==> config.mk <==
export PLATFORM = sky130hd
export DESIGN_NAME = reset_wake_strap_control
export DESIGN_NICKNAME = d
export VERILOG_FILES = /design/src/wake_ctrl_pkg.sv /design/src/reset_release_sync.sv /design/src/reset_wake_strap_control.sv
export SDC_FILE = /design/constraint.sdc
export NUM_CORES = 1
export LEC_CHECK = 0
export BUFFER_PORTS_ARGS = -buffer_cell sky130_fd_sc_hd__buf_2
export CAP_MARGIN = 20
export CORE_UTILIZATION = 40
export DETAILED_ROUTE_END_ITERATION = 12
export PLACE_DENSITY = 0.8
export SETUP_SLACK_MARGIN = 0.2
export SYNTH_ARGS = -nofsm -noshare
export SYNTH_HDL_FRONTEND = slang
export SYNTH_HIERARCHICAL = 1
export SYNTH_SLANG_ARGS = --single-unit
==> constraint.sdc <==
create_clock -name clk -period 3.5 [get_ports clk]
set_input_delay 0.875 -clock clk [delete_from_list [all_inputs] [get_ports clk]]
set_output_delay 0.875 -clock clk [all_outputs]
set_load 0.005 [all_outputs]
==> src/wake_ctrl_pkg.sv <==
// Shared constants and carrier types for the reset, wake and strap control block
package wake_ctrl_pkg;

    // ----------------------------------------------------------------
    // Clocking
    // ----------------------------------------------------------------
    localparam int unsigned REF_CLK_HZ = 25000000;
    localparam int unsigned CLK_HZ = 10000000;

    // ----------------------------------------------------------------
    // Register bus geometry
    // ----------------------------------------------------------------
    localparam int unsigned ADDR_W = 8;
    localparam int unsigned DATA_W = 32;

    // ----------------------------------------------------------------
    // Register byte offsets
    // ----------------------------------------------------------------
    localparam logic [7:0] BYTE_ORDER_TEST_OFS = 8'h00;
    localparam logic [7:0] WAKE_CONFIG_OFS = 8'h04;
    localparam logic [7:0] POWER_CONTROL_OFS = 8'h08;
    localparam logic [7:0] STATUS_OFS = 8'h0C;

    // Readback pattern of the byte order test register, value is arbitrary
    localparam logic [31:0] BYTE_ORDER_TEST_VALUE = 32'h0A0B0C0D;

    // ----------------------------------------------------------------
    // Field positions
    // ----------------------------------------------------------------
    localparam int unsigned CFG_WAKE_EN_BIT = 0;
    localparam int unsigned CFG_POL_HIGH_BIT = 1;
    localparam int unsigned CFG_PUSH_PULL_BIT = 2;
    localparam int unsigned PWR_SLEEP_BIT = 0;
    localparam int unsigned ST_ASLEEP_BIT = 0;
    localparam int unsigned ST_WRITES_OK_BIT = 1;
    localparam int unsigned ST_STRAP_BIT = 2;
    localparam int unsigned ST_WAKE_PEND_BIT = 3;
    localparam int unsigned ST_SPEED100_BIT = 4;
    localparam int unsigned ST_FULL_DUPLEX_BIT = 5;
    localparam int unsigned ST_AUTONEG_BIT = 6;

    // ----------------------------------------------------------------
    // Reset values
    // ----------------------------------------------------------------
    localparam logic RST_WAKE_EN = 1'b0;
    localparam logic RST_POL_HIGH = 1'b0;
    localparam logic RST_PUSH_PULL = 1'b0;
    localparam logic [31:0] RST_RDATA = 32'h00000000;

    // Release of the core reset trails the reset inputs by this many edges
    localparam int unsigned RESET_SYNC_STAGES = 2;

    // ----------------------------------------------------------------
    // Types
    // ----------------------------------------------------------------
    typedef enum logic [1:0] {
        PWR_RUN,
        PWR_SLEEP
    } power_state_t;

    typedef struct packed {
        logic wake_enable;
        logic polarity_high;
        logic push_pull;
    } wake_config_t;

    typedef struct packed {
        logic speed_100;
        logic full_duplex;
        logic autoneg;
    } eth_defaults_t;

endpackage

==> src/reset_release_sync.sv <==
// Combines internal power-on reset and hard reset pin, releases on the clock
`timescale 1ns/1ps

module reset_release_sync
(
    // Clock and internal power-on reset
    input wire logic clk,
    input wire logic rst_n,
    // Hard reset pin, active low, weakly pulled high outside
    input wire logic hard_reset_pin,
    // Synchronised core reset, active low
    output logic core_rst_n
);

    logic [wake_ctrl_pkg::RESET_SYNC_STAGES-1:0] stage;
    logic [wake_ctrl_pkg::RESET_SYNC_STAGES-1:0] next_stage;

    // ----------------------------------------------------------------
    // Release shift chain
    // ----------------------------------------------------------------
    always_comb
    begin
        if (!rst_n || !hard_reset_pin)
        begin
            next_stage = '0;
        end
        else
        begin
            next_stage = {stage[wake_ctrl_pkg::RESET_SYNC_STAGES-2:0], 1'b1};
        end
    end

    always_ff @(posedge clk)
    begin
        stage <= next_stage;
    end

    assign core_rst_n = stage[wake_ctrl_pkg::RESET_SYNC_STAGES-1];

endmodule // reset_release_sync

==> src/reset_wake_strap_control.sv <==
// Reset, power-saving wake, wake indicator and speed strap control
//
// Added by the designer: the register addresses and the plain strobed port.
`timescale 1ns/1ps

// Summary of operation
// - Hard reset pin low resets everything
// - Floating reset pin leaves power-on reset alone
// - Writes ignored until a read after reset/wake
// - Enabled wake indicator asserts on wake event
// - Indicator polarity and drive type are configurable
// - Wake events never end the sleep state
// - Only a host write cycle or a core reset ends sleep
// - Any written data value wakes the device
// - Speed strap latched at reset release
// - Runs from the single reference clock
// - Strap 0: 10M half no-AN; 1: 100M half AN
module reset_wake_strap_control
(
    // Clock and internal power-on reset
    input wire logic clk,
    input wire logic rst_n,
    // Hard reset pin, active low
    input wire logic hard_reset_pin,
    // Host strobe pins used to detect a wake write
    input wire logic chip_select_low,
    input wire logic write_strobe_low,
    // Register port
    input wire logic [wake_ctrl_pkg::ADDR_W-1:0] reg_addr,
    input wire logic [wake_ctrl_pkg::DATA_W-1:0] reg_wdata,
    input wire logic reg_write,
    input wire logic reg_read,
    output logic [wake_ctrl_pkg::DATA_W-1:0] reg_rdata,
    // Power management event and speed strap
    input wire logic wake_event,
    input wire logic speed_strap,
    // Wake indicator pin
    output logic wake_indicator_out,
    output logic wake_indicator_oe,
    // Power state and latched Ethernet defaults
    output logic asleep,
    output logic writes_enabled,
    output wake_ctrl_pkg::eth_defaults_t eth_defaults
);

    // ----------------------------------------------------------------
    // Core reset
    // ----------------------------------------------------------------
    logic core_rst_n;

    reset_release_sync u_reset_sync
    (
        .clk(clk),
        .rst_n(rst_n),
        .hard_reset_pin(hard_reset_pin),
        .core_rst_n(core_rst_n)
    );

    // ----------------------------------------------------------------
    // Helper functions
    // ----------------------------------------------------------------
    function automatic logic addr_is(input logic [7:0] addr, input logic [7:0] ofs);
        addr_is = (addr == ofs);
    endfunction

    function automatic logic is_asleep(input wake_ctrl_pkg::power_state_t state);
        is_asleep = (state == wake_ctrl_pkg::PWR_SLEEP);
    endfunction

    function automatic wake_ctrl_pkg::eth_defaults_t strap_defaults(input logic strap);
        wake_ctrl_pkg::eth_defaults_t d;
        d.speed_100 = strap;
        d.full_duplex = 1'b0;
        d.autoneg = strap;
        strap_defaults = d;
    endfunction

    // ----------------------------------------------------------------
    // State
    // ----------------------------------------------------------------
    wake_ctrl_pkg::power_state_t power_state;
    wake_ctrl_pkg::power_state_t next_power_state;
    wake_ctrl_pkg::wake_config_t wake_config;
    wake_ctrl_pkg::wake_config_t next_wake_config;
    logic read_seen;
    logic next_read_seen;
    logic wake_pending;
    logic next_wake_pending;
    logic strap_taken;
    logic next_strap_taken;
    logic strap_value;
    logic next_strap_value;
    wake_ctrl_pkg::eth_defaults_t next_eth_defaults;
    logic [wake_ctrl_pkg::DATA_W-1:0] next_reg_rdata;
    logic next_wake_indicator_out;
    logic next_wake_indicator_oe;
    logic next_asleep;
    logic next_writes_enabled;

    logic host_write_pins;
    logic write_ok;
    logic wr_config;
    logic wr_power;
    logic wr_status;
    logic indicator_active;
    logic indicator_level;
    logic wake_write;
    logic clear_pending;
    logic [wake_ctrl_pkg::DATA_W-1:0] status_word;

    // Pin-level write cycle, qualified only by chip select and write strobe
    assign host_write_pins = !chip_select_low && !write_strobe_low;

    // Register writes need an earlier read and a running device
    assign write_ok = reg_write && read_seen && (power_state == wake_ctrl_pkg::PWR_RUN);

    assign wr_config = write_ok && addr_is(reg_addr, wake_ctrl_pkg::WAKE_CONFIG_OFS);
    assign wr_power = write_ok && addr_is(reg_addr, wake_ctrl_pkg::POWER_CONTROL_OFS);
    assign wr_status = write_ok && addr_is(reg_addr, wake_ctrl_pkg::STATUS_OFS);

    // Sleep ends on the pin cycle alone, so a host with any address still wakes us
    assign wake_write = is_asleep(power_state) && host_write_pins;

    // Writing one to the pending bit clears it
    assign clear_pending = wr_status && reg_wdata[wake_ctrl_pkg::ST_WAKE_PEND_BIT];

    // ----------------------------------------------------------------
    // Power state and write gate
    // ----------------------------------------------------------------
    always_comb
    begin
        next_power_state = power_state;
        next_read_seen = read_seen;
        case (power_state)
            wake_ctrl_pkg::PWR_RUN:
            begin
                if (wr_power && reg_wdata[wake_ctrl_pkg::PWR_SLEEP_BIT])
                begin
                    next_power_state = wake_ctrl_pkg::PWR_SLEEP;
                end
            end
            wake_ctrl_pkg::PWR_SLEEP:
            begin
                // Data and address are not looked at; the event input has no say
                if (wake_write)
                begin
                    next_power_state = wake_ctrl_pkg::PWR_RUN;
                end
            end
            default:
            begin
                next_power_state = wake_ctrl_pkg::PWR_RUN;
            end
        endcase
        // Leaving sleep closes the write gate again until a read
        if (wake_write)
        begin
            next_read_seen = 1'b0;
        end
        else if (reg_read)
        begin
            next_read_seen = 1'b1;
        end
        if (!core_rst_n)
        begin
            next_power_state = wake_ctrl_pkg::PWR_RUN;
            next_read_seen = 1'b0;
        end
    end

    // Reference clock is the only clock of the block
    always_ff @(posedge clk)
    begin
        power_state <= next_power_state;
        read_seen <= next_read_seen;
    end

    // ----------------------------------------------------------------
    // Wake configuration and pending event
    // ----------------------------------------------------------------
    always_comb
    begin
        next_wake_config = wake_config;
        next_wake_pending = wake_pending;
        if (wr_config)
        begin
            next_wake_config.wake_enable = reg_wdata[wake_ctrl_pkg::CFG_WAKE_EN_BIT];
            next_wake_config.polarity_high = reg_wdata[wake_ctrl_pkg::CFG_POL_HIGH_BIT];
            next_wake_config.push_pull = reg_wdata[wake_ctrl_pkg::CFG_PUSH_PULL_BIT];
        end
        // Set beats a simultaneous clear so no event is lost
        if (wake_event)
        begin
            next_wake_pending = 1'b1;
        end
        else if (clear_pending)
        begin
            next_wake_pending = 1'b0;
        end
        if (!core_rst_n)
        begin
            next_wake_config.wake_enable = wake_ctrl_pkg::RST_WAKE_EN;
            next_wake_config.polarity_high = wake_ctrl_pkg::RST_POL_HIGH;
            next_wake_config.push_pull = wake_ctrl_pkg::RST_PUSH_PULL;
            next_wake_pending = 1'b0;
        end
    end

    always_ff @(posedge clk)
    begin
        wake_config <= next_wake_config;
        wake_pending <= next_wake_pending;
    end

    // ----------------------------------------------------------------
    // Wake indicator pin
    // ----------------------------------------------------------------
    assign indicator_active = wake_config.wake_enable && next_wake_pending;
    assign indicator_level = indicator_active == wake_config.polarity_high;

    always_comb
    begin
        if (wake_config.push_pull)
        begin
            next_wake_indicator_out = indicator_level;
            next_wake_indicator_oe = 1'b1;
        end
        else
        begin
            // Open drain only pulls low; a high level comes from the pull-up
            next_wake_indicator_out = 1'b0;
            next_wake_indicator_oe = !indicator_level;
        end
        if (!core_rst_n)
        begin
            next_wake_indicator_out = 1'b0;
            next_wake_indicator_oe = 1'b0;
        end
    end

    always_ff @(posedge clk)
    begin
        wake_indicator_out <= next_wake_indicator_out;
        wake_indicator_oe <= next_wake_indicator_oe;
    end

    // ----------------------------------------------------------------
    // Speed strap capture
    // ----------------------------------------------------------------
    always_comb
    begin
        next_strap_taken = strap_taken;
        next_strap_value = strap_value;
        next_eth_defaults = eth_defaults;
        // First edge after core reset release takes the strap, once only
        if (!strap_taken)
        begin
            next_strap_taken = 1'b1;
            next_strap_value = speed_strap;
            next_eth_defaults = strap_defaults(speed_strap);
        end
        if (!core_rst_n)
        begin
            next_strap_taken = 1'b0;
            next_strap_value = 1'b0;
            next_eth_defaults = strap_defaults(1'b0);
        end
    end

    always_ff @(posedge clk)
    begin
        strap_taken <= next_strap_taken;
        strap_value <= next_strap_value;
        eth_defaults <= next_eth_defaults;
    end

    // ----------------------------------------------------------------
    // Status word
    // ----------------------------------------------------------------
    always_comb
    begin
        status_word = wake_ctrl_pkg::RST_RDATA;
        status_word[wake_ctrl_pkg::ST_ASLEEP_BIT] = is_asleep(power_state);
        status_word[wake_ctrl_pkg::ST_WRITES_OK_BIT] = read_seen;
        status_word[wake_ctrl_pkg::ST_STRAP_BIT] = strap_value;
        status_word[wake_ctrl_pkg::ST_WAKE_PEND_BIT] = wake_pending;
        status_word[wake_ctrl_pkg::ST_SPEED100_BIT] = eth_defaults.speed_100;
        status_word[wake_ctrl_pkg::ST_FULL_DUPLEX_BIT] = eth_defaults.full_duplex;
        status_word[wake_ctrl_pkg::ST_AUTONEG_BIT] = eth_defaults.autoneg;
    end

    // ----------------------------------------------------------------
    // Power state outputs
    // ----------------------------------------------------------------
    always_comb
    begin
        next_asleep = is_asleep(next_power_state);
        next_writes_enabled = next_read_seen;
        if (!core_rst_n)
        begin
            next_asleep = 1'b0;
            next_writes_enabled = 1'b0;
        end
    end

    always_ff @(posedge clk)
    begin
        asleep <= next_asleep;
        writes_enabled <= next_writes_enabled;
    end

    // ----------------------------------------------------------------
    // Read port
    // ----------------------------------------------------------------
    always_comb
    begin
        next_reg_rdata = wake_ctrl_pkg::RST_RDATA;
        if (reg_read)
        begin
            if (addr_is(reg_addr, wake_ctrl_pkg::BYTE_ORDER_TEST_OFS))
            begin
                next_reg_rdata = wake_ctrl_pkg::BYTE_ORDER_TEST_VALUE;
            end
            else if (addr_is(reg_addr, wake_ctrl_pkg::WAKE_CONFIG_OFS))
            begin
                next_reg_rdata[wake_ctrl_pkg::CFG_WAKE_EN_BIT] = wake_config.wake_enable;
                next_reg_rdata[wake_ctrl_pkg::CFG_POL_HIGH_BIT] = wake_config.polarity_high;
                next_reg_rdata[wake_ctrl_pkg::CFG_PUSH_PULL_BIT] = wake_config.push_pull;
            end
            else if (addr_is(reg_addr, wake_ctrl_pkg::POWER_CONTROL_OFS))
            begin
                next_reg_rdata[wake_ctrl_pkg::PWR_SLEEP_BIT] =
                    (power_state == wake_ctrl_pkg::PWR_SLEEP);
            end
            else if (addr_is(reg_addr, wake_ctrl_pkg::STATUS_OFS))
            begin
                next_reg_rdata = status_word;
            end
        end
        if (!core_rst_n)
        begin
            next_reg_rdata = wake_ctrl_pkg::RST_RDATA;
        end
    end

    always_ff @(posedge clk)
    begin
        reg_rdata <= next_reg_rdata;
    end

endmodule // reset_wake_strap_control

After elaboration in Yosys (flattened, before gate mapping)
Cells that the tools add are included.
Widths: inputs -> output; s select.

storage, ports and cells
  RAM bits = 0
  ROM bits = 0
  memories kept = 0
  word-level logic and storage cells = 69
  input port bits = 49
  latch bits = 0
  output and inout port bits = 39
  register bits after elaboration = 45

operators by class
  eq/ne operators = 6
  bitwise gates (word level) = 3
  add/sub/neg operators = 0
  $mul = 0
  reductions and logical operators = 23
  div/mod/pow operators = 0
  shifts and indexed selects = 0
  $lt $le $gt $ge = 0
  muxes and demuxes = 19

operators by type and width
  cell                count
  $mux 28             1
  $eq 8x4->1 const B  2
  $logic_and 1x1->1   10
  $mux 1              10
  $eq 8x3->1 const B  1
  $logic_not 8->1     1
  $mux 7              1
  $mux 2              3
  $mux 6              1
  $reduce_or 6->1     1
  $logic_not 1->1     5
  $reduce_or 5->1     1
  $eq 2x1->1 const B  2
  $mux 4              1
  $pmux 2 s2          1
  $reduce_and 2->1    2
  $mux 3              1
  $not 1->1           3
  $reduce_or 3->1     1
  $logic_not 2->1     1
  $eq 1x1->1          1
  $logic_or 1x1->1    1

Depth between registers and ports, before layout
  word-level depth = 11
  gate-level depth with buffers = 5
  gate-level depth less buffers = 4

Cells and area by module
The synthesis kept the hierarchy.

modules (own cells, without submodules)
  module                    cells each  sequential area each (µm²)  area each (µm²)  times used
  reset_wake_strap_control  106         380.4                       965.9            1
  reset_release_sync        4           40.0                        52.6             1

Worst setup path after synthesis
OpenSTA, ideal clock, no wires.

  kind = input-to-reg
  start = input port reg_addr[2] (netlist name)
  end = register wake_indicator_oe
  buffers on the path = 1
  cell stages on the path = 5
  slack = 1408 ps
  arrival time = 1970 ps
  setup time = 122 ps
  cells stage by stage = buf_6 and4b_4 and4_4 or4b_1 o311a_1

on the way
  word-level cells in the longest chain between the ends = 10

RTL lines
  item                  line                             text
  from (decl)           reset_wake_strap_control.sv:29   input wire logic [wake_ctrl_pkg::ADDR_W-1:0] reg_addr,
  $eq 8x4->1            reset_wake_strap_control.sv:63   addr_is = (addr == ofs);
  $logic_and 1x1->1     reset_wake_strap_control.sv:119  assign wr_status = write_ok && addr_is(reg_addr, wake_ctrl_pkg::STATUS_OFS);
  $logic_and 1x1->1     reset_wake_strap_control.sv:125  assign clear_pending = wr_status && reg_wdata[wake_ctrl_pkg::ST_WAKE_PEND_BIT];
  $mux 1                reset_wake_strap_control.sv:196  else if (clear_pending)
  $mux 1                reset_wake_strap_control.sv:192  if (wake_event)
  $mux 1                reset_wake_strap_control.sv:200  if (!core_rst_n)
  $logic_and 1x1->1     reset_wake_strap_control.sv:218  assign indicator_active = wake_config.wake_enable && next_wake_pending;
  $eq 1x1->1            reset_wake_strap_control.sv:219  assign indicator_level = indicator_active == wake_config.polarity_high;
  $logic_not 1->1       reset_wake_strap_control.sv:232  next_wake_indicator_oe = !indicator_level;
  $mux 1                reset_wake_strap_control.sv:223  if (wake_config.push_pull)
  to (signal assigned)  reset_wake_strap_control.sv:244  wake_indicator_oe <= next_wake_indicator_oe;
  to (decl)             reset_wake_strap_control.sv:39   output logic wake_indicator_oe,

Every way passes these cells.
A chain may end at the register's enable or synchronous reset.

Worst setup path in the final report
  start = input port reg_addr[5] (netlist name)
  end = register wake_indicator_oe

The elaborated chain is that of the path after synthesis.

==> impl_metrics.csv <==
group,metric,value,unit
critical_path,critPathCapture,"wake_indicator_oe",
critical_path,cp_data_arrival_time,2110,ps
synthesis,ys_dominant_reg_cell,"sky130_fd_sc_hd__dfxtp_1",
synthesis,seq_area_frac_synth,41.28,%
synthesis,synth_top_cell_by_area,"sky130_fd_sc_hd__dfxtp_1",
sta,final.hold.worst_slack,480.6,ps
final_layout,area.sequential,420.4,um2
critical_path,cp.depth,5,
critical_path,critPathLaunch,"reg_addr[5]",
final_layout,instances_no_fill,169,
min_path,hold_depth,1,
sta,fin_tns_setup,0,ps
critical_path,timing.critical_path.fanout_max,5,
synthesis,yosys_warnings,6,
status,outcome,"finished clean",
place,numPlacedInstances,165,
clock_network,insertion_delay,300,ps
pwr,pwr_density_cell,351.5,nW/um2
synthesis,synth.top_cells.by_count,"sky130_fd_sc_hd__buf_4 (29), sky130_fd_sc_hd__dfxtp_1 (21), sky130_fd_sc_hd__nor2_1 (9)",
final_layout,areaGrowthSynthToFinish,8.599,%
die,core,2297,um2
place,io_buffer_count,39,
die,start_util,44.34,%
sta,fmax,523.9,MHz
place,hpwl,1.357,mm
die,io-pin-count,88,
drt,initialDrtViolationCount,15,
place,globalplace.congestion,0.8367,
die,die-area,2752,um2
sta,skew,3.476,ps
synthesis,post_synth_instance_area,1018,um2
clock_network,cts-hold-fix-buffers,0,
grt,number_of_antenna_violations_at_the_first_check_in_global_routing,0,
sta,final.min_clock_period,1909,ps
critical_path,r2r_start,"power_state[1]",
critical_path,reg2reg_depth,4,
drt,wl_per_cell,10.32,um
drt,via_per_inst,4.556,
synthesis,synth.area.top_cells,"sky130_fd_sc_hd__dfxtp_1 (41%), sky130_fd_sc_hd__buf_4 (21%), sky130_fd_sc_hd__nor2_1 (3.3%)",
critical_path,cp.required,3700,ps
synthesis,synth_cell_type_count,30,
critical_path,path_cells,"buf_2 > nor4_2 > and4_4 > nor2_1 > o311a_1",
synthesis,netlist_instances,110,
run,max_cap_violations,0,
synthesis,netlist.area_leader.share,41.28,%
grt,grt_max_degree,15,
sta,final_critical_path_share_of_the_clock_period,54.54,%
critical_path,path_class,"in2reg",
sta,setup_violations,0,
pwr,vdd_ir_drop_max,229.2,uV
final_layout,multi_input_comb_area,421.7,um2
critical_path,top_delay_family_on_crit_path,"simple AND/OR/NAND/NOR gates",
grt,globalRouteTotalUtil,12.42,%
pwr,static-leakage-power,0.0005509,uW
synthesis,synth-edff-count,0,
synthesis,yosysMostFrequentCell,"sky130_fd_sc_hd__buf_4",
final_layout,insertedDiodeCount,0,
synthesis,async_flop_share,0,%
critical_path,reg_to_reg_critical_path_endpoint,"wake_indicator_oe",
synthesis,synth.ff_latch_count,21,
critical_path,setup.worst_path.end_class,"flip-flop",
grt,globalRoute.totalOverflow,0,
grt,grt_pass1_vias,581,
min_path,hold_path.class,"reg2reg",
clock_network,cts.repair.resized,0,
clock_network,clkSlewWorstSetupHoldPaths,110,ps
drt,post_detailed_route_count_of_antenna_violating_nets,0,
sta,rsz0062_at_grt,"no",
sta,timing_max_transition_violations_final,0,
critical_path,critPathSlowestCell,"sky130_fd_sc_hd__nor4_2",
clock_network,cts.repair_timing.setup_buffer_count,0,
critical_path,setup.reg_to_reg.worst_slack,1980,ps
drt,overall_via_count_from_detail_route,770,
sta,number_of_failing_hold_endpoints_at_the_final_stage,0,
die,fp.dieW,52.46,um
clock_network,cts_sinks,21,
die,row_count,17,
die,floorplan.die.height,52.46,um
grt,global_route_wire_length_before_repair,2.373,mm
drt,drt_first_pass_iters,2,
critical_path,setup.worst_path.start_class,"input pin",
clock_network,cts.root.buffer_cell,"sky130_fd_sc_hd__clkbuf_4",
drt,drc_errors,0,
clock_network,cts.htree.levels,1,
clock_network,clock_tree.buffer_depth,2,
critical_path,cpPeakStageDelay,460,ps
final_layout,final_layout_size_suffix_gt1_share,34.75,%
final_layout,fin_nets,191,
synthesis,synth.avg_cell_area,9.259,um2
clock_network,cts_tree,"built",
clock_network,cts_made_buffers,3,
drt,routed_wirelength,1.744,mm
critical_path,buffers_plus_inverters_on_the_worst_setup_path,1,
final_layout,fill_cells,238,
## state kept, by name (all words and copies together), names as in the netlist, 2 cells and up
signal              flops
u_reset_sync/stage      2
reg_rdata               6
wake_config             3
power_state             2
## area by class of cell
cell class                      count  share of cell area, %
Multi-Input combinational cell     75                  38.12
Sequential cell                    21                  38.01
Timing Repair Buffer               39                  17.65
Tap cell                           28                  3.167
Clock buffer                        4                  2.376
Inverter                            2                 0.6787
## cells by family after synthesis
kind of cell,share of synthesized area [%]
and+or+nand+nor,20.27
buffers and inverters,24.69
DFF,41.28
AOI/OAI and AO/OA,10.44
muxes,2.949
other,0.3682
## worst min-delay path by stage
stage	slack, ps	endpoint	start
after floorplan	370	strap_taken	u_reset_sync/stage[1]
after global placement	450	u_reset_sync/stage[1]	u_reset_sync/stage[0]
after detailed placement	460	u_reset_sync/stage[1]	u_reset_sync/stage[0]
after CTS	490	u_reset_sync/stage[1]	u_reset_sync/stage[0]
after global routing	510	u_reset_sync/stage[1]	u_reset_sync/stage[0]
final	480	u_reset_sync/stage[1]	u_reset_sync/stage[0]
## worst reg2reg max path: cells and delay by family, from the launching register on
family | cells | cell delay [ps]
AND/OR/NAND/NOR | 3 | 950
flip-flops | 1 | 340
AO/OA/AOI/OAI | 1 | 130
## cells in the final DEF, fill, tap and decap left out, types with 3 or more instances in the layout
cell and count:
sky130_fd_sc_hd__nand3_1 3, sky130_fd_sc_hd__nand2_1 5, sky130_fd_sc_hd__buf_2 39, sky130_fd_sc_hd__nor2_1 9
sky130_fd_sc_hd__nand4_1 3, sky130_fd_sc_hd__dfxtp_1 21, sky130_fd_sc_hd__nor2b_1 3, sky130_fd_sc_hd__o21ai_0 4
sky130_fd_sc_hd__a21oi_1 6, sky130_fd_sc_hd__clkbuf_4 3, sky130_fd_sc_hd__mux2i_1 3, sky130_fd_sc_hd__conb_1 21
## routing by layer
metal  up-vias  GRT usage [%]  share of wire, %  wire length, um
met4         0          7.895               2.7               47
met5         -              0                 0                0
met3         4          3.478               8.0              139
li1        388              -                 -                -
met1       339          12.65                43              747
met2        39          21.94                46              810
## through the flow
step	instance area, um2	util (%)	worst slack, ps	total power (uW)
final	1106	48.15	1591	388.8
after global routing	1106	48.15	1548	402.4
after CTS	1106	48.15	1610	392.2
after detailed placement	1080	47.00	1283	278.1
after global placement	1080	47.00	1313	277.1
after floorplan	1094	-	1408	282.1
## power by group
part           internal (uW)  switching, uW
clock network           44.5           71.1
registers                242           2.09
logic                   13.2           16.4
total                    299           89.6
Note: power is estimated with default switching activity, not from simulation.
